**src/verilog/pmi_cfg.svh**
```systemverilog
`ifndef PMI_CFG_SVH
`define PMI_CFG_SVH
// bus select encodings
`define PMI_BUS_WIDE      2'h0
`define PMI_BUS_SERIAL    2'h1
`define PMI_BUS_REDUCED   2'h2
`define PMI_BUS_RSVD      2'h3
// management base address when address straps are 00
`define PMI_MGMT_BASE     5'h08
// management width strap value for 16-bit mode
`define PMI_MGMT_W16      1'h0
// register offsets of the plain register port
`define PMI_REG_STATUS    4'h0
`define PMI_REG_CTRL      4'h1
`define PMI_REG_TXDATA    4'h2
`define PMI_REG_RXDATA    4'h3
// control bit positions
`define PMI_CTRL_SPEED10  0
`define PMI_CTRL_RXER_EN  1
// error nibble sent on the medium side when receive error is flagged
`define PMI_ERR_SYMBOL    4'h5
// reference clock divider (125 MHz system, 50 MHz not integer; divide by 2 approx)
`define PMI_REFDIV        2'h1
`endif

```
**src/verilog/pmi_pkg.sv**
```systemverilog
package pmi_pkg;
  // link bus types
  typedef enum logic [1:0] {
    PMI_WIDE    = 2'b00,
    PMI_SERIAL  = 2'b01,
    PMI_REDUCED = 2'b10,
    PMI_RSVD    = 2'b11
  } pmi_bus_t;
  // transmit serializer state
  typedef enum logic [1:0] {
    PMI_TX_IDLE = 2'b00,
    PMI_TX_SEND = 2'b01,
    PMI_TX_LAST = 2'b10,
    PMI_TX_DONE = 2'b11
  } pmi_tx_state_t;
endpackage

```
**src/verilog/pmi_port5.sv**
```systemverilog
// Decided for this implementation: the register offsets and the address-and-strobe port.
`timescale 1ns/1ps
`default_nettype none
`include "pmi_cfg.svh"
module pmi_port5 (
  input  wire logic       CLK_I,          // system clock 125 MHz
  input  wire logic       RESET_N_I,      // async reset, active low
  input  wire logic [1:0] BUS_STRAP_I,    // {hi, lo} bus select straps
  input  wire logic       MGMT_WIDTH_STRAP_I,
  input  wire logic [1:0] MGMT_ADDR_STRAP_I,
  input  wire logic       TX_LINK_CLK_I,  // wide or serial transmit clock
  input  wire logic       RX_LINK_CLK_I,  // wide or serial receive clock
  input  wire logic       REF_CLK_I,      // reduced mode reference clock
  input  wire logic [3:0] RXD_I,          // receive data pins
  input  wire logic       RX_VALID_I,     // wide rx valid or reduced carrier valid
  input  wire logic       RX_ERR_I,       // receive error pin
  input  wire logic       SPEED10_I,      // high for 10M operation
  input  wire logic [3:0] ADDR_I,         // register address
  input  wire logic [7:0] WDATA_I,        // register write data
  input  wire logic       WR_I,           // write strobe
  input  wire logic       RD_I,           // read strobe
  output logic      [7:0] RDATA_O,        // read data, one cycle after strobe
  output logic      [3:0] TXD_O,          // transmit data pins
  output logic            TX_EN_O,        // transmit enable
  output logic            REF_CLK_O,      // reference clock out in reduced mode
  output logic      [1:0] BUS_SEL_O,      // captured bus type
  output logic            MGMT_W16_O,     // high for 16-bit management mode
  output logic      [4:0] MGMT_BASE_O,    // first management address
  output logic      [7:0] RX_BYTE_O,      // received byte to core
  output logic            RX_BYTE_VLD_O,  // one-cycle strobe with rx byte
  output logic            RX_ERR_SEEN_O   // sticky flag: error symbol sent since the last status read
);
  // strap capture state
  logic       strap_done_reg, strap_done_next;
  logic [1:0] bus_reg, bus_next;
  logic       w16_reg, w16_next;
  logic [4:0] base_reg, base_next;
  // two-flop synchronisers on link clocks and rxd, valid, error and speed pins; straps are not synchronised
  logic [2:0] clk_s1_reg, clk_s2_reg, clk_s3_reg;  // tx, rx, ref clocks
  logic [3:0] rxd_s1_reg, rxd_s2_reg;
  logic       rxv_s1_reg, rxv_s2_reg;
  logic       rxe_s1_reg, rxe_s2_reg;
  logic       spd_s1_reg, spd_s2_reg;

  // pin synchronisers; third stage only for edge detection of clocks
  always_ff @(posedge CLK_I or negedge RESET_N_I) begin
    if (!RESET_N_I) begin
      clk_s1_reg <= 3'h0;
      clk_s2_reg <= 3'h0;
      clk_s3_reg <= 3'h0;
      rxd_s1_reg <= 4'h0;
      rxd_s2_reg <= 4'h0;
      rxv_s1_reg <= 1'b0;
      rxv_s2_reg <= 1'b0;
      rxe_s1_reg <= 1'b0;
      rxe_s2_reg <= 1'b0;
      spd_s1_reg <= 1'b0;
      spd_s2_reg <= 1'b0;
    end else begin
      clk_s1_reg <= {REF_CLK_I, RX_LINK_CLK_I, TX_LINK_CLK_I};
      clk_s2_reg <= clk_s1_reg;
      clk_s3_reg <= clk_s2_reg;
      rxd_s1_reg <= RXD_I;
      rxd_s2_reg <= rxd_s1_reg;
      rxv_s1_reg <= RX_VALID_I;
      rxv_s2_reg <= rxv_s1_reg;
      rxe_s1_reg <= RX_ERR_I;
      rxe_s2_reg <= rxe_s1_reg;
      spd_s1_reg <= SPEED10_I;
      spd_s2_reg <= spd_s1_reg;
    end
  end

  // rising edges of link clocks seen in the system domain
  logic tx_rise, rx_rise, ref_rise;
  assign tx_rise  = clk_s2_reg[0] & ~clk_s3_reg[0];
  assign rx_rise  = clk_s2_reg[1] & ~clk_s3_reg[1];
  assign ref_rise = clk_s2_reg[2] & ~clk_s3_reg[2];

  // straps caught on the first clock after reset release, then frozen
  always_comb begin
    strap_done_next = 1'b1;
    bus_next        = bus_reg;
    w16_next        = w16_reg;
    base_next       = base_reg;
    if (!strap_done_reg) begin
      bus_next  = BUS_STRAP_I;
      w16_next  = (MGMT_WIDTH_STRAP_I == `PMI_MGMT_W16);
      base_next = `PMI_MGMT_BASE + {MGMT_ADDR_STRAP_I, 3'h0};
    end
  end
  always_ff @(posedge CLK_I or negedge RESET_N_I) begin
    if (!RESET_N_I) begin
      strap_done_reg <= 1'b0;
      bus_reg        <= 2'h0;
      w16_reg        <= 1'b1;
      base_reg       <= `PMI_MGMT_BASE;
    end else begin
      strap_done_reg <= strap_done_next;
      bus_reg        <= bus_next;
      w16_reg        <= w16_next;
      base_reg       <= base_next;
    end
  end

  // mode decode; reserved value treated as idle
  function automatic pmi_pkg::pmi_bus_t decode_bus(input logic [1:0] sel);
    case (sel)
      `PMI_BUS_WIDE:    decode_bus = pmi_pkg::PMI_WIDE;
      `PMI_BUS_SERIAL:  decode_bus = pmi_pkg::PMI_SERIAL;
      `PMI_BUS_REDUCED: decode_bus = pmi_pkg::PMI_REDUCED;
      default:          decode_bus = pmi_pkg::PMI_RSVD;
    endcase
  endfunction
  pmi_pkg::pmi_bus_t mode;
  assign mode = decode_bus(bus_reg);

  // per-mode symbol width and strobes
  logic       tx_tick, rx_tick;
  logic [2:0] sym_w;  // bits per link clock
  always_comb begin
    tx_tick = 1'b0;
    rx_tick = 1'b0;
    sym_w   = 3'd4;
    case (mode)
      pmi_pkg::PMI_WIDE: begin
        tx_tick = tx_rise;
        rx_tick = rx_rise;
        sym_w   = 3'd4;
      end
      // serial transmit on serial tx clock
      pmi_pkg::PMI_SERIAL: begin
        tx_tick = tx_rise;
        rx_tick = rx_rise;
        sym_w   = 3'd1;
      end
      pmi_pkg::PMI_REDUCED: begin
        tx_tick = ref_rise;
        rx_tick = ref_rise;
        sym_w   = 3'd2;
      end
      default: begin
        tx_tick = 1'b0;
        rx_tick = 1'b0;
      end
    endcase
  end

  // two-entry transmit buffer fed by register writes
  logic [7:0] buf_reg [2];
  logic [7:0] buf_next [2];
  logic [1:0] cnt_reg, cnt_next;
  logic       push, pop;
  logic       buf_ready;
  assign buf_ready = (cnt_reg != 2'd2);
  assign push = WR_I && (ADDR_I == `PMI_REG_TXDATA) && buf_ready;

  // transmit serializer
  pmi_pkg::pmi_tx_state_t tx_state_reg, tx_state_next;
  logic [7:0] sh_reg, sh_next;
  logic [2:0] left_reg, left_next;
  logic [3:0] txd_reg, txd_next;
  logic       txen_reg, txen_next;
  logic       rxerr_now;

  always_comb begin
    tx_state_next = tx_state_reg;
    sh_next       = sh_reg;
    left_next     = left_reg;
    txd_next      = txd_reg;
    txen_next     = txen_reg;
    pop           = 1'b0;
    if (tx_tick) begin
      case (tx_state_reg)
        pmi_pkg::PMI_TX_IDLE: begin
          txen_next = 1'b0;
          txd_next  = 4'h0;
          if (cnt_reg != 2'd0) begin
            pop           = 1'b1;
            sh_next       = buf_reg[0];
            left_next     = 3'd0;
            tx_state_next = pmi_pkg::PMI_TX_SEND;
          end
        end
        pmi_pkg::PMI_TX_SEND: begin
          // low bits first, enable marks data valid
          txen_next = 1'b1;
          txd_next  = sh_reg[3:0] & ((4'h1 << sym_w) - 4'h1);
          sh_next   = sh_reg >> sym_w;
          left_next = left_reg + sym_w;
          if (({1'b0, left_reg} + {1'b0, sym_w}) >= 4'd8) begin
            tx_state_next = pmi_pkg::PMI_TX_IDLE;
            if (cnt_reg != 2'd0) begin
              pop           = 1'b1;
              sh_next       = buf_reg[0];
              left_next     = 3'd0;
              tx_state_next = pmi_pkg::PMI_TX_SEND;
            end
          end
        end
        default: tx_state_next = pmi_pkg::PMI_TX_IDLE;
      endcase
      // wide mode error symbol at 100M
      // reduced mode error symbol at 100M
      if (rxerr_now) begin
        txen_next = 1'b1;
        txd_next  = `PMI_ERR_SYMBOL;
      end
    end
  end

  // buffer bookkeeping
  always_comb begin
    buf_next[0] = buf_reg[0];
    buf_next[1] = buf_reg[1];
    cnt_next    = cnt_reg;
    if (pop) begin
      buf_next[0] = buf_reg[1];
      cnt_next    = cnt_reg - 2'd1;
    end
    if (push) begin
      buf_next[cnt_next[0]] = WDATA_I;
      cnt_next = cnt_next + 2'd1;
    end
  end

  always_ff @(posedge CLK_I or negedge RESET_N_I) begin
    if (!RESET_N_I) begin
      tx_state_reg <= pmi_pkg::PMI_TX_IDLE;
      sh_reg       <= 8'h00;
      left_reg     <= 3'h0;
      txd_reg      <= 4'h0;
      txen_reg     <= 1'b0;
      buf_reg[0]   <= 8'h00;
      buf_reg[1]   <= 8'h00;
      cnt_reg      <= 2'h0;
    end else begin
      tx_state_reg <= tx_state_next;
      sh_reg       <= sh_next;
      left_reg     <= left_next;
      txd_reg      <= txd_next;
      txen_reg     <= txen_next;
      buf_reg[0]   <= buf_next[0];
      buf_reg[1]   <= buf_next[1];
      cnt_reg      <= cnt_next;
    end
  end

  // receive assembler
  logic [7:0] asm_reg, asm_next;
  logic [3:0] got_reg, got_next;  // bits collected
  logic [7:0] rxb_reg, rxb_next;
  logic       rxbv_reg, rxbv_next;
  logic       ctl_er_en_reg, ctl_er_en_next;
  logic       erseen_reg, erseen_next;
  logic       rx_dv;
  // serial mode has no valid pin; valid is taken as always high
  assign rx_dv = (mode == pmi_pkg::PMI_SERIAL) ? 1'b1 : rxv_s2_reg;
  assign rxerr_now = ctl_er_en_reg && rxe_s2_reg && !spd_s2_reg
                     && (mode == pmi_pkg::PMI_WIDE || mode == pmi_pkg::PMI_REDUCED);

  always_comb begin
    asm_next    = asm_reg;
    got_next    = got_reg;
    rxb_next    = rxb_reg;
    rxbv_next   = 1'b0;
    erseen_next = erseen_reg | (tx_tick & rxerr_now);
    if (rx_tick) begin
      // wide sample; serial sample; reduced sample
      if (rx_dv) begin
        asm_next = (asm_reg >> sym_w) | ({rxd_s2_reg, 4'h0} << (3'd4 - sym_w));
        got_next = got_reg + {1'b0, sym_w};
        if ((got_reg + {1'b0, sym_w}) >= 4'd8) begin
          rxb_next  = (asm_reg >> sym_w) | ({rxd_s2_reg, 4'h0} << (3'd4 - sym_w));
          rxbv_next = 1'b1;
          got_next  = 4'h0;
        end
      end else begin
        got_next = 4'h0;
      end
    end
    if (RD_I && ADDR_I == `PMI_REG_STATUS) begin
      erseen_next = tx_tick & rxerr_now;  // set wins over clear on read
    end
  end

  // register port and control
  logic [7:0] rdata_reg, rdata_next;
  logic       spd_cfg_reg, spd_cfg_next;
  always_comb begin
    ctl_er_en_next = ctl_er_en_reg;
    spd_cfg_next   = spd_cfg_reg;
    rdata_next     = 8'h00;
    if (WR_I && ADDR_I == `PMI_REG_CTRL) begin
      spd_cfg_next   = WDATA_I[`PMI_CTRL_SPEED10];
      ctl_er_en_next = WDATA_I[`PMI_CTRL_RXER_EN];
    end
    if (RD_I) begin
      case (ADDR_I)
        `PMI_REG_STATUS: rdata_next = {erseen_reg, w16_reg, cnt_reg, bus_reg, spd_s2_reg, buf_ready};
        `PMI_REG_CTRL:   rdata_next = {6'h00, ctl_er_en_reg, spd_cfg_reg};
        `PMI_REG_RXDATA: rdata_next = rxb_reg;
        default:         rdata_next = 8'h00;
      endcase
    end
  end

  always_ff @(posedge CLK_I or negedge RESET_N_I) begin
    if (!RESET_N_I) begin
      asm_reg       <= 8'h00;
      got_reg       <= 4'h0;
      rxb_reg       <= 8'h00;
      rxbv_reg      <= 1'b0;
      erseen_reg    <= 1'b0;
      ctl_er_en_reg <= 1'b1;
      spd_cfg_reg   <= 1'b0;
      rdata_reg     <= 8'h00;
    end else begin
      asm_reg       <= asm_next;
      got_reg       <= got_next;
      rxb_reg       <= rxb_next;
      rxbv_reg      <= rxbv_next;
      erseen_reg    <= erseen_next;
      ctl_er_en_reg <= ctl_er_en_next;
      spd_cfg_reg   <= spd_cfg_next;
      rdata_reg     <= rdata_next;
    end
  end

  // reference clock output: toggles each cycle in reduced mode only
  logic refo_reg, refo_next;
  assign refo_next = (mode == pmi_pkg::PMI_REDUCED) ? ~refo_reg : 1'b0;
  always_ff @(posedge CLK_I or negedge RESET_N_I) begin
    if (!RESET_N_I) begin
      refo_reg <= 1'b0;
    end else begin
      refo_reg <= refo_next;
    end
  end

  assign RDATA_O       = rdata_reg;
  assign TXD_O         = txd_reg;
  assign TX_EN_O       = txen_reg;
  assign REF_CLK_O     = refo_reg;
  assign BUS_SEL_O     = bus_reg;
  assign MGMT_W16_O    = w16_reg;
  assign MGMT_BASE_O   = base_reg;
  assign RX_BYTE_O     = rxb_reg;
  assign RX_BYTE_VLD_O = rxbv_reg;
  assign RX_ERR_SEEN_O = erseen_reg;
endmodule
`default_nettype wire

```
**config.mk**
```make
export PLATFORM = sky130hd
export DESIGN_NAME = pmi_port5
export DESIGN_NICKNAME = d
export VERILOG_FILES = /design/src/verilog/pmi_pkg.sv /design/src/verilog/pmi_port5.sv
export VERILOG_INCLUDE_DIRS = /design/src /design/src/verilog
export SDC_FILE = /design/constraint.sdc
export NUM_CORES = 1
export LEC_CHECK = 0
export ABC_CLOCK_PERIOD_IN_PS = 5800
export BUFFER_PORTS_ARGS = -buffer_cell sky130_fd_sc_hd__buf_2
export CAP_MARGIN = 20
export CORE_UTILIZATION = 30
export CTS_BUF_LIST = sky130_fd_sc_hd__clkbuf_4 sky130_fd_sc_hd__clkbuf_8
export CTS_CLUSTER_DIAMETER = 40
export DETAILED_ROUTE_END_ITERATION = 6
export HOLD_SLACK_MARGIN = 0.1
export SLEW_MARGIN = 20
export SYNTH_ARGS = -nofsm -noshare
export SYNTH_HDL_FRONTEND = slang
export SYNTH_SLANG_ARGS = --single-unit
export TNS_END_PERCENT = 30
```
**constraint.sdc**
```tcl
create_clock -name CLK_I -period 5.8 [get_ports CLK_I]
set_input_delay 0 -clock CLK_I [delete_from_list [all_inputs] [get_ports CLK_I]]
set_output_delay 0 -clock CLK_I [all_outputs]
set_load 0.02 [all_outputs]
```
Yosys cells after proc, flatten, opt, wreduce, memory -nomap -nowiden
Cells that the tools add are included. Widths: inputs -> output; s select.

Input port bits: 31. Logic and storage cells: 136. Output and inout port bits: 32. Register bits: 101.

Eq/ne operators: 11. Bitwise logic cells: 13. Magnitude comparators: 4. $add $sub $neg: 8. Shift operators: 4. Multiplexer cells: 41. Reduce and logical (&&, ||, !) cells: 23.

Operator list (number): $mux 8 (6); $pmux 8 s3 (1); $bwmux 16 (1); $mux 16 (1); $pmux 8 s2 (1); $shr 8x3->8 (2); $mux 4 (3); $pmux 3 s2 (2); $mux 1 (11); $mux 3 (3); $reduce_and 3->1 (3); $demux 8 s1 (1); $eq 4x2->1 const B (2); $ge 4x4->1 const B (2); $logic_and 1x1->1 (8); $mux 2 (4); $or 8x8->8 (1); $pmux 1 s2 (4); $pmux 4 s2 (1); $shl 8x3->8 (1); $eq 2x1->1 const B (3); $logic_not 2->1 (3); $ne 2x2->1 const B (3); $pmux 2 s3 (1); 26 further kinds (36).

Longest topological paths before layout
Gate-level depths: netlist of the first run.

Word-level depth: 17. Depth in mapped cells: 12.

Worst setup path before layout of the first run
No wires, ideal clock.

Path type: register -> register. From: reg bus_reg[0], in the netlist BUS_SEL_O[0]. To: reg with a tool-made name. Data arrival time: 3.248 ns. Period minus slack after synthesis: 3.373 ns. Setup time: 0.125 ns. Required time: 5.675 ns. Stages on the path, launching flop included: 13. Path slack: 2.427 ns. Cell sequence: dfrtp_1 inv_1 ha_1 inv_1 ha_1 a211oi_1 or4b_1 buf_4 buf_2 xnor2_1 ha_1 clkbuf_1 mux2_2.

RTL lines: start: declaration (RTL line pmi_port5.sv:35) `logic [1:0] bus_reg, bus_next;`; start signal: assignment (RTL line pmi_port5.sv:100) `bus_reg <= bus_next;`.

==> results of run 1 <==
metrics by stage:
step	setup WS (ns)	cell area, um^2	hold slack (ns)
finish	1.80	5730	0.104
global route	1.51	5730	0.127
CTS	1.81	5730	0.106
detailed placement	1.85	5160	0.00201
global placement	1.98	5160	-0.00769
floorplan	2.43	4700	-0.296
layer usage:
metal	track usage	share of wire
met1	0.189	0.45
met2	0.233	0.50
met3	0.0402	0.041
met4	0.0364	0.013
met5	0	0
cells in the mapped netlist (2+ instances only):
master     count
a211oi_1       2
a21o_1         2
a21oi_1       10
a22o_1         6
a22oi_1        7
a31oi_1        4
and2_1         7
buf_2          5
buf_4          4
clkbuf_1      15
conb_1         2
dfrtp_1       94
dfstp_2        3
ha_1          15
inv_1         15
mux2_1         7
mux2_2        24
mux2i_1       25
mux4_2         6
nand2_1       36
nand2b_1       2
nor2_1        36
nor2b_1        3
nor3_1         4
o211ai_1       3
o21a_1         6
o21ai_0        8
o21ai_1       19
o22ai_1        5
o2bb2ai_1      3
o31ai_1        6
or3_1          4
xnor2_1        4
worst register-to-register path, delay by kind of cell (launching register included):
| kind | cells | cell delay [ns] |
|---|---|---|
| compound gates | 1 | 0.09 |
| xor+xnor | 1 | 0.19 |
| fa+ha+maj | 3 | 1.57 |
| buf+inv | 3 | 0.70 |
| flops | 1 | 0.48 |
| mux | 1 | 0.39 |
| simple gates | 1 | 0.48 |
worst paths after layout:
| check | startpoint | end | cells past startpoint |
|---|---|---|---|
| worst min-delay path | RD_I | RDATA_O[1] | 3 |
| max in group asynchronous | RESET_N_I | RX_BYTE_O[7] | 3 |
| min in group asynchronous | RESET_N_I | clk_s2_reg[0] | 2 |
| worst max-delay path | BUS_SEL_O[1] | flop | 10 |
| worst max register to register | BUS_SEL_O[1] | flop | 10 |
| worst min register to register | clk_s1_reg[2] | clk_s2_reg[2] | 0 |
kinds of logic (layout without fill, tap and decap cells):
kind of cell    count (synthesis)  count (layout)  share of synthesized area
flops                          97              97                      0.518
other cells                     2               4                    0.00160
xor+xnor                        6               6                     0.0128
mux                            63              63                      0.160
compound gates                 89              89                      0.127
fa+ha+maj                      16              16                     0.0443
simple gates                  100             100                     0.0971
buf+inv                        41             124                     0.0389
report_power, final:
group	internal, uW	leakage (uW)	switching, uW	total (uW)
clock	335	0.000136	253	588
sequential	862	0.00120	161	1020
combinational	371	0.00138	407	778
total	1570	0.00272	822	2390
cell type report:
cell class              count  area [um^2]
flip-flops and latches     97         2430
repair buffers             92          621
multi-input cells         278         2080
inverters                  16         60.1
clock inverters             7          149
well taps                 211          264
clock buffers               9          124
fillers                  1521         9530
==> impl_metrics.ini, run 1 <==
[place]
dp_cells = 664
place.gp.congestion = 0.805
hpwl_um = 7580
place.port_buffers = 59

[clock_tree]
cts_buffers = 9
cts_tree = yes
cts_setup_buffers = 0
clk_latency_ns = 0.39
postCtsHoldBufs = 30
ctsResizeCount = 0
cts-root-buf = clkbuf_8
clkTransAtPathRegs_ns = 0.10
clkSinkCount = 97
cts.path.max_buffers = 2
htreeDepth = 3

[flow_run]
max_cap_violations = 0

[pwr]
p_leak_uw = 0.00272
powerDensity_mw_per_mm2 = 417
max-vdd-ir-drop_uv = 239
power.total_uw = 2390

[final_layout]
fin_util = 0.376
syn_to_final_growth_pct = 22.2
final_cell_mix = dfrtp_1 (94), buf_2 (58), nor2_1 (36), nand2_1 (36), dlygate4sd3_1 (30)
final_common_cell = dfrtp_1
drive_gt1_frac = 0.240
diodes = 0
final_nets = 541
final_cells = 710

[timing]
max_slew_margin = 0.394
period_minus_slack_ns = 4.00
fin_tns_setup_ns = 0
final_hold_viol_count = 0
max_slew.worst_pin.slew_ns = 0.908
finalClockSkew_ns = 0.0204
drv_slew = 0
min_period_over_period = 0.690
setup_viol = 0
max_freq_mhz = 250
rsz0062_at_grt = false

[worst_setup_path]
worstPathRequired_ns = 6.08
cp_common_cell = ha_1
cpLargestDelayFamily = adder cells
cp.arrival_ns = 4.28
rrSetupSlack_ns = 1.80
path_class = flop to flop
cp-start-kind = flop
end_kind = flop
critPathMaxFanout = 27
cp_num_buf_inv = 3
slowest_delay_ns = 0.75
crit_chain = inv_1 > ha_1 > inv_1 > ha_1 > a211oi_1 > or4b_1 > buf_4 > xnor2_1 > ha_1 > mux2_2
worst_path_max_delay_cell = ha_1

[routing]
drt_iter0_markers = 171
route.detailed.drc = 0
vias = 3400
routedWlPerCell_um = 15.0
via_per_inst = 4.79
drt-pass1-iter-count = 4
antenna_left = 0
wirelength_um = 10700

[grt]
grt_max_degree = 62
antenna_found_initial = 0
grt_pass1_vias = 3506
grt_overflow = 0
track_usage = 0.143
grt_pass1_wl_um = 18100

[synth]
post_synth_inst_count = 414
synth_top_cell_by_area = dfrtp_1
syn-cell-area_mm2 = 0.00469
synth_edf_count = 0
synth_cell_type_count = 55
async_reset_ff_frac = 1.00
synthTopCellsByArea = dfrtp_1 (50%), mux2_2 (5.8%), mux2i_1 (5.3%)
yosysSeqAreaShare = 0.518
synthFlopType = dfrtp_1
synth_top_area_frac = 0.501
ys_seq_elements = 97
synth.avg_cell_area_um2 = 11.3
yosys_warnings = 0

[run_status]
status = finished, final reports clean

[die]
die_w_um = 127
core_area_mm2 = 0.0153
die_h_um = 127
std_cell_rows = 45
dieArea_mm2 = 0.0161
ios = 63
start_util = 0.307

[worst_hold_path]
hold_path.class = input pin to flop
(Power assumes the default switching activity.)
==> run 2, diff against run 1 <==
--- a/config.mk
+++ b/config.mk
@@ -6,7 +6,7 @@
 export SDC_FILE = /design/constraint.sdc
 export NUM_CORES = 1
 export LEC_CHECK = 0
-export ABC_CLOCK_PERIOD_IN_PS = 5800
+export ABC_CLOCK_PERIOD_IN_PS = 4140
 export BUFFER_PORTS_ARGS = -buffer_cell sky130_fd_sc_hd__buf_2
 export CAP_MARGIN = 20
 export CORE_UTILIZATION = 30
==> constraint.sdc (replaced) <==
create_clock -name CLK_I -period 4.14 [get_ports CLK_I]
set_input_delay 0 -clock CLK_I [delete_from_list [all_inputs] [get_ports CLK_I]]
set_output_delay 0 -clock CLK_I [all_outputs]
set_load 0.02 [all_outputs]
==> impl_metrics.ini, run 2 (synthesis results as in run 1) <==
[run_status]
status = finished, final reports clean

[die]
dieArea_mm2 = 0.0161
std_cell_rows = 45
start_util = 0.307
die_w_um = 127
ios = 63
core_area_mm2 = 0.0153
die_h_um = 127

[final_layout]
final_common_cell = dfrtp_1
nFillCells = 1515
multi_input_area_mm2 = 0.00208
fin_util = 0.372
area.sequential_mm2 = 0.00243
final_cell_mix = dfrtp_1 (94), buf_2 (58), nor2_1 (36), nand2_1 (36), dlygate4sd3_1 (29)
syn_to_final_growth_pct = 20.9
diodes = 0
final_cells = 712
drive_gt1_frac = 0.246
final_nets = 543

[clock_tree]
htreeDepth = 3
postCtsHoldBufs = 29
clkTransAtPathRegs_ns = 0.10
clkSinkCount = 97
cts_buffers = 9
cts.path.max_buffers = 2
clk_latency_ns = 0.38
cts-root-buf = clkbuf_8
cts_tree = yes
cts_setup_buffers = 0
ctsResizeCount = 0

[grt]
grt_pass1_vias = 3278
grt_pass1_wl_um = 17100
grt_overflow = 0
track_usage = 0.138
antenna_found_initial = 0
grt_max_degree = 64

[timing]
max_slew_margin = 0.373
final_hold_viol_count = 0
worst_slack_ns = 0.984
rsz0062_at_grt = false
min_period_over_period = 0.762
fin_tns_setup_ns = 0
max_freq_mhz = 317
max_slew.worst_pin.slew_ns = 0.933
drv_slew = 0
finalClockSkew_ns = 0.0196
period_minus_slack_ns = 3.16
setup_viol = 0

[worst_setup_path]
crit_chain = inv_1 > ha_1 > ha_1 > a21o_1 > a211oi_1 > or4b_1 > xnor2_1 > ha_1 > mux2_2
worstReg2RegStart = BUS_SEL_O[0]
crit_start = BUS_SEL_O[0]
critPathMaxFanout = 15
cp_common_cell = ha_1
cp.arrival_ns = 3.43
rrSetupSlack_ns = 0.98
worst_path_max_delay_cell = or4b_1
cpLargestDelayFamily = adder cells
reg2reg_depth = 9
end_kind = flop
path_class = flop to flop
worstPathRequired_ns = 4.41
cp_num_cells = 9
cp-start-kind = flop
slowest_delay_ns = 0.55
cp_num_buf_inv = 1

[pwr]
power_frac_comb = 0.344
max-vdd-ir-drop_uv = 175
switching_power_uw = 1110
clock_power_share = 0.198
p_leak_uw = 0.00270
internal_power_uw = 2030
switching_share = 0.353
seq_power_share = 0.458
powerDensity_mw_per_mm2 = 554

[routing]
vias = 3325
drt-pass1-iter-count = 4
wirelength_um = 10400
drt_iter0_markers = 137
routedWlPerCell_um = 14.6
via_per_inst = 4.67
antenna_left = 0
route.detailed.drc = 0

[worst_hold_path]
hold_path.class = input pin to flop

[place]
place.gp.congestion = 0.833
dp_cells = 667
hpwl_um = 7480
place_ws_ns = 0.944
place.port_buffers = 59

[flow_run]
max_cap_violations = 0
[run 2: metrics by stage]
| stage | hold slack (ns) | instance area [um^2] | power (uW) |
|---|---|---|---|
| after global routing | 0.146 | 5670 | 3370 |
| after detailed placement | 0.110 | 5180 | 2520 |
| after CTS | 0.102 | 5670 | 3190 |
| final | 0.107 | 5670 | 3140 |
| after global placement | 0.111 | 5180 | 2490 |
| after floorplan | -0.296 | 4700 | 2200 |
[run 2: worst reg2reg max path: cells and delay by family, from the launching register on]
family                   cells  cell delay, ns
XOR/XNOR                     1            0.18
multiplexers                 1            0.39
flip-flops                   1            0.46
AND/OR/NAND/NOR              1            0.55
buffers and inverters        1            0.11
AO/OA/AOI/OAI                2            0.18
adder cells (fa/ha/maj)      3            1.19
[run 2: layer usage]
| layer | global-route usage | share of wire | wire length (um) |
|---|---|---|---|
| met3 | 0.0440 | 0.053 | 553 |
| met5 | 0 | 0 | 0 |
| met2 | 0.225 | 0.48 | 5030 |
| met1 | 0.177 | 0.46 | 4740 |
| met4 | 0.0343 | 0.0054 | 56 |
[run 2: cell type report]
cell class                 count  area share
sequential                    97       0.429
tap                          211      0.0466
clock inverter                 3     0.00772
inverter                      16      0.0106
clock buffer                  13      0.0271
multi-input combinational    278       0.368
timing repair buffer          94       0.112
[run 2: power groups by stage]
stage          Sequential (uW)  Clock (uW)  Combinational, uW
2_1_floorplan             1450           0                756
3_3_place_gp              1450           0               1040
3_5_place_dp              1460           0               1070
4_1_cts                   1440         652               1090
5_1_grt                   1480         690               1200
6_report                  1440         623               1080
[run 2: worst min-delay path by stage]
stage | end | slack, ns | startpoint | cells after the start
after floorplan | BUS_SEL_O[0] | -0.30 | RESET_N_I | 0
after global placement | rxe_s1_reg | 0.11 | RX_ERR_I | 1
after detailed placement | rxd_s1_reg[1] | 0.11 | RXD_I[1] | 1
after CTS | RDATA_O[7] | 0.10 | RD_I | 3
after global routing | RDATA_O[1] | 0.15 | RD_I | 3
final | RDATA_O[7] | 0.11 | RD_I | 3
==> run 3, diff against run 2 <==
--- a/config.mk
+++ b/config.mk
@@ -6,7 +6,7 @@
 export SDC_FILE = /design/constraint.sdc
 export NUM_CORES = 1
 export LEC_CHECK = 0
-export ABC_CLOCK_PERIOD_IN_PS = 4140
+export ABC_CLOCK_PERIOD_IN_PS = 3100
 export BUFFER_PORTS_ARGS = -buffer_cell sky130_fd_sc_hd__buf_2
 export CAP_MARGIN = 20
 export CORE_UTILIZATION = 30
==> constraint.sdc (replaced) <==
create_clock -name CLK_I -period 3.1 [get_ports CLK_I]
set_input_delay 0 -clock CLK_I [delete_from_list [all_inputs] [get_ports CLK_I]]
set_output_delay 0 -clock CLK_I [all_outputs]
set_load 0.02 [all_outputs]
==> impl_metrics.ini, run 3 (synthesis results as in run 1) <==
[run_status]
status = finished, final reports clean

[pwr]
switching_share = 0.373
clock_power_share = 0.185
seq_power_share = 0.453
power_frac_comb = 0.361
power.total_uw = 4210
switching_power_uw = 1570
max-vdd-ir-drop_uv = 374
powerDensity_mw_per_mm2 = 732
internal_power_uw = 2640
p_leak_uw = 0.00272

[worst_setup_path]
cp_common_cell = inv_1
crit_chain = inv_1 > ha_4 > inv_1 > ha_1 > a211oi_1 > or4b_1 > xnor2_1 > ha_2 > mux2_2
cp_num_buf_inv = 2
cpLargestDelayFamily = adder cells
worstPathRequired_ns = 3.37
critPathMaxFanout = 8
path_class = flop to flop
end_kind = flop
slowest_delay_ns = 0.54
cp.arrival_ns = 3.14
cp-start-kind = flop
worst_path_max_delay_cell = or4b_1

[place]
place.port_buffers = 59
place.gp.congestion = 0.814
hpwl_um = 7830
place_ws_ns = 0.165

[timing]
worst_slack_ns = 0.235
fin_tns_setup_ns = 0
max_freq_mhz = 349
final_hold_viol_count = 0
rsz0062_at_grt = false
max_slew.worst_pin.slew_ns = 0.891
finalClockSkew_ns = 0.0133
min_period_over_period = 0.924
setup_viol = 0
max_slew_margin = 0.406
period_minus_slack_ns = 2.87
drv_slew = 0

[clock_tree]
cts_tree = yes
cts_buffers = 9
clk_latency_ns = 0.38
cts-root-buf = clkbuf_8
clkTransAtPathRegs_ns = 0.10
cts_setup_buffers = 0
clkSinkCount = 97
htreeDepth = 3
cts.path.max_buffers = 2

[die]
dieArea_mm2 = 0.0161
start_util = 0.307
die_w_um = 127
die_h_um = 127
ios = 63
std_cell_rows = 45
core_area_mm2 = 0.0153

[grt]
use_met2 = 0.249
grt.busiest_layer = met2
antenna_found_initial = 0
grt_pass1_vias = 3479
grt_overflow = 0
use_met3 = 0.0348
grt_max_degree = 69
track_usage = 0.145
use_met1 = 0.183
grt_pass1_wl_um = 18000

[final_layout]
syn_to_final_growth_pct = 22.6
nFillCells = 1498
final_nets = 553
multi_input_area_mm2 = 0.00210
drive_gt1_frac = 0.264
final_common_cell = dfrtp_1
final_cell_mix = dfrtp_1 (92), buf_2 (58), nor2_1 (36), nand2_1 (36), dlygate4sd3_1 (31)
area.sequential_mm2 = 0.00243
diodes = 0

[routing]
via_per_inst = 4.73
antenna_left = 0
routedWlPerCell_um = 15.2
wirelength_um = 11000
drt_iter0_markers = 190
drt-pass1-iter-count = 4
route.detailed.drc = 0
vias = 3416

[flow_run]
max_cap_violations = 0

[worst_hold_path]
hold_path.class = input pin to flop
## run 3: worst paths after layout
| check | start | end | slack (ns) | cells after the start |
|---|---|---|---|---|
| setup / recovery | BUS_SEL_O[0] | flop | 0.23 | 9 |
| hold / removal | RD_I | RDATA_O[6] | 0.13 | 3 |
| setup reg to reg | BUS_SEL_O[0] | flop | 0.23 | 9 |
| hold reg to reg | clk_s1_reg[1] | clk_s2_reg[1] | 0.36 | 0 |
| max in group asynchronous | RESET_N_I | MGMT_BASE_O[3] | 2.00 | 3 |
| min in group asynchronous | RESET_N_I | TX_EN_O | 0.29 | 2 |
## run 3: area by class of cell
class | count | share of cell area
clock inverter | 7 | 0.0100
inverter | 16 | 0.0104
timing repair buffer | 104 | 0.124
multi-input combinational | 278 | 0.365
tap | 211 | 0.0459
clock buffer | 9 | 0.0215
sequential | 97 | 0.423
## run 3: worst min-delay path, delay by kind of cell
kind	cells	cell delay, ns
buf+inv	1	0.10
simple gates	2	0.37
## run 3: what timing repair did
item / in CTS / in global routing
endpoints found under the hold margin: 100 / 0
resized for setup: 0 / 1
hold buffers: 31 / 0
setup endpoints to repair: 0 / 5
## run 3: power groups by stage
| stage | Clock, uW | Combinational [uW] | Sequential (uW) |
|---|---|---|---|
| 6_report | 781 | 1520 | 1910 |
| 5_1_grt | 873 | 1700 | 1960 |
| 4_1_cts | 821 | 1540 | 1910 |
| 3_5_place_dp | 0 | 1500 | 1930 |
| 3_3_place_gp | 0 | 1440 | 1910 |
| 2_1_floorplan | 0 | 1010 | 1930 |
## run 3: routing by layer
metal	vias to the layer above	wire length [um]	part of all wire
met1	1681	4970	0.45
met2	88	5430	0.49
met4	0	116	0.011
li1	1635	-	-
met3	12	477	0.043
met5	-	0	0
## run 3: through the flow
stage / hold slack (ns) / cell area, um^2 / utilization / std cells
after detailed placement: 0.109 / 5260 / 0.345 / 675
after floorplan: -0.296 / 4720 / - / 416
after CTS: 0.104 / 5750 / 0.377 / 722
final: 0.129 / 5750 / 0.377 / 722
after global routing: 0.151 / 5750 / 0.377 / 722
after global placement: 0.108 / 5260 / 0.345 / 675
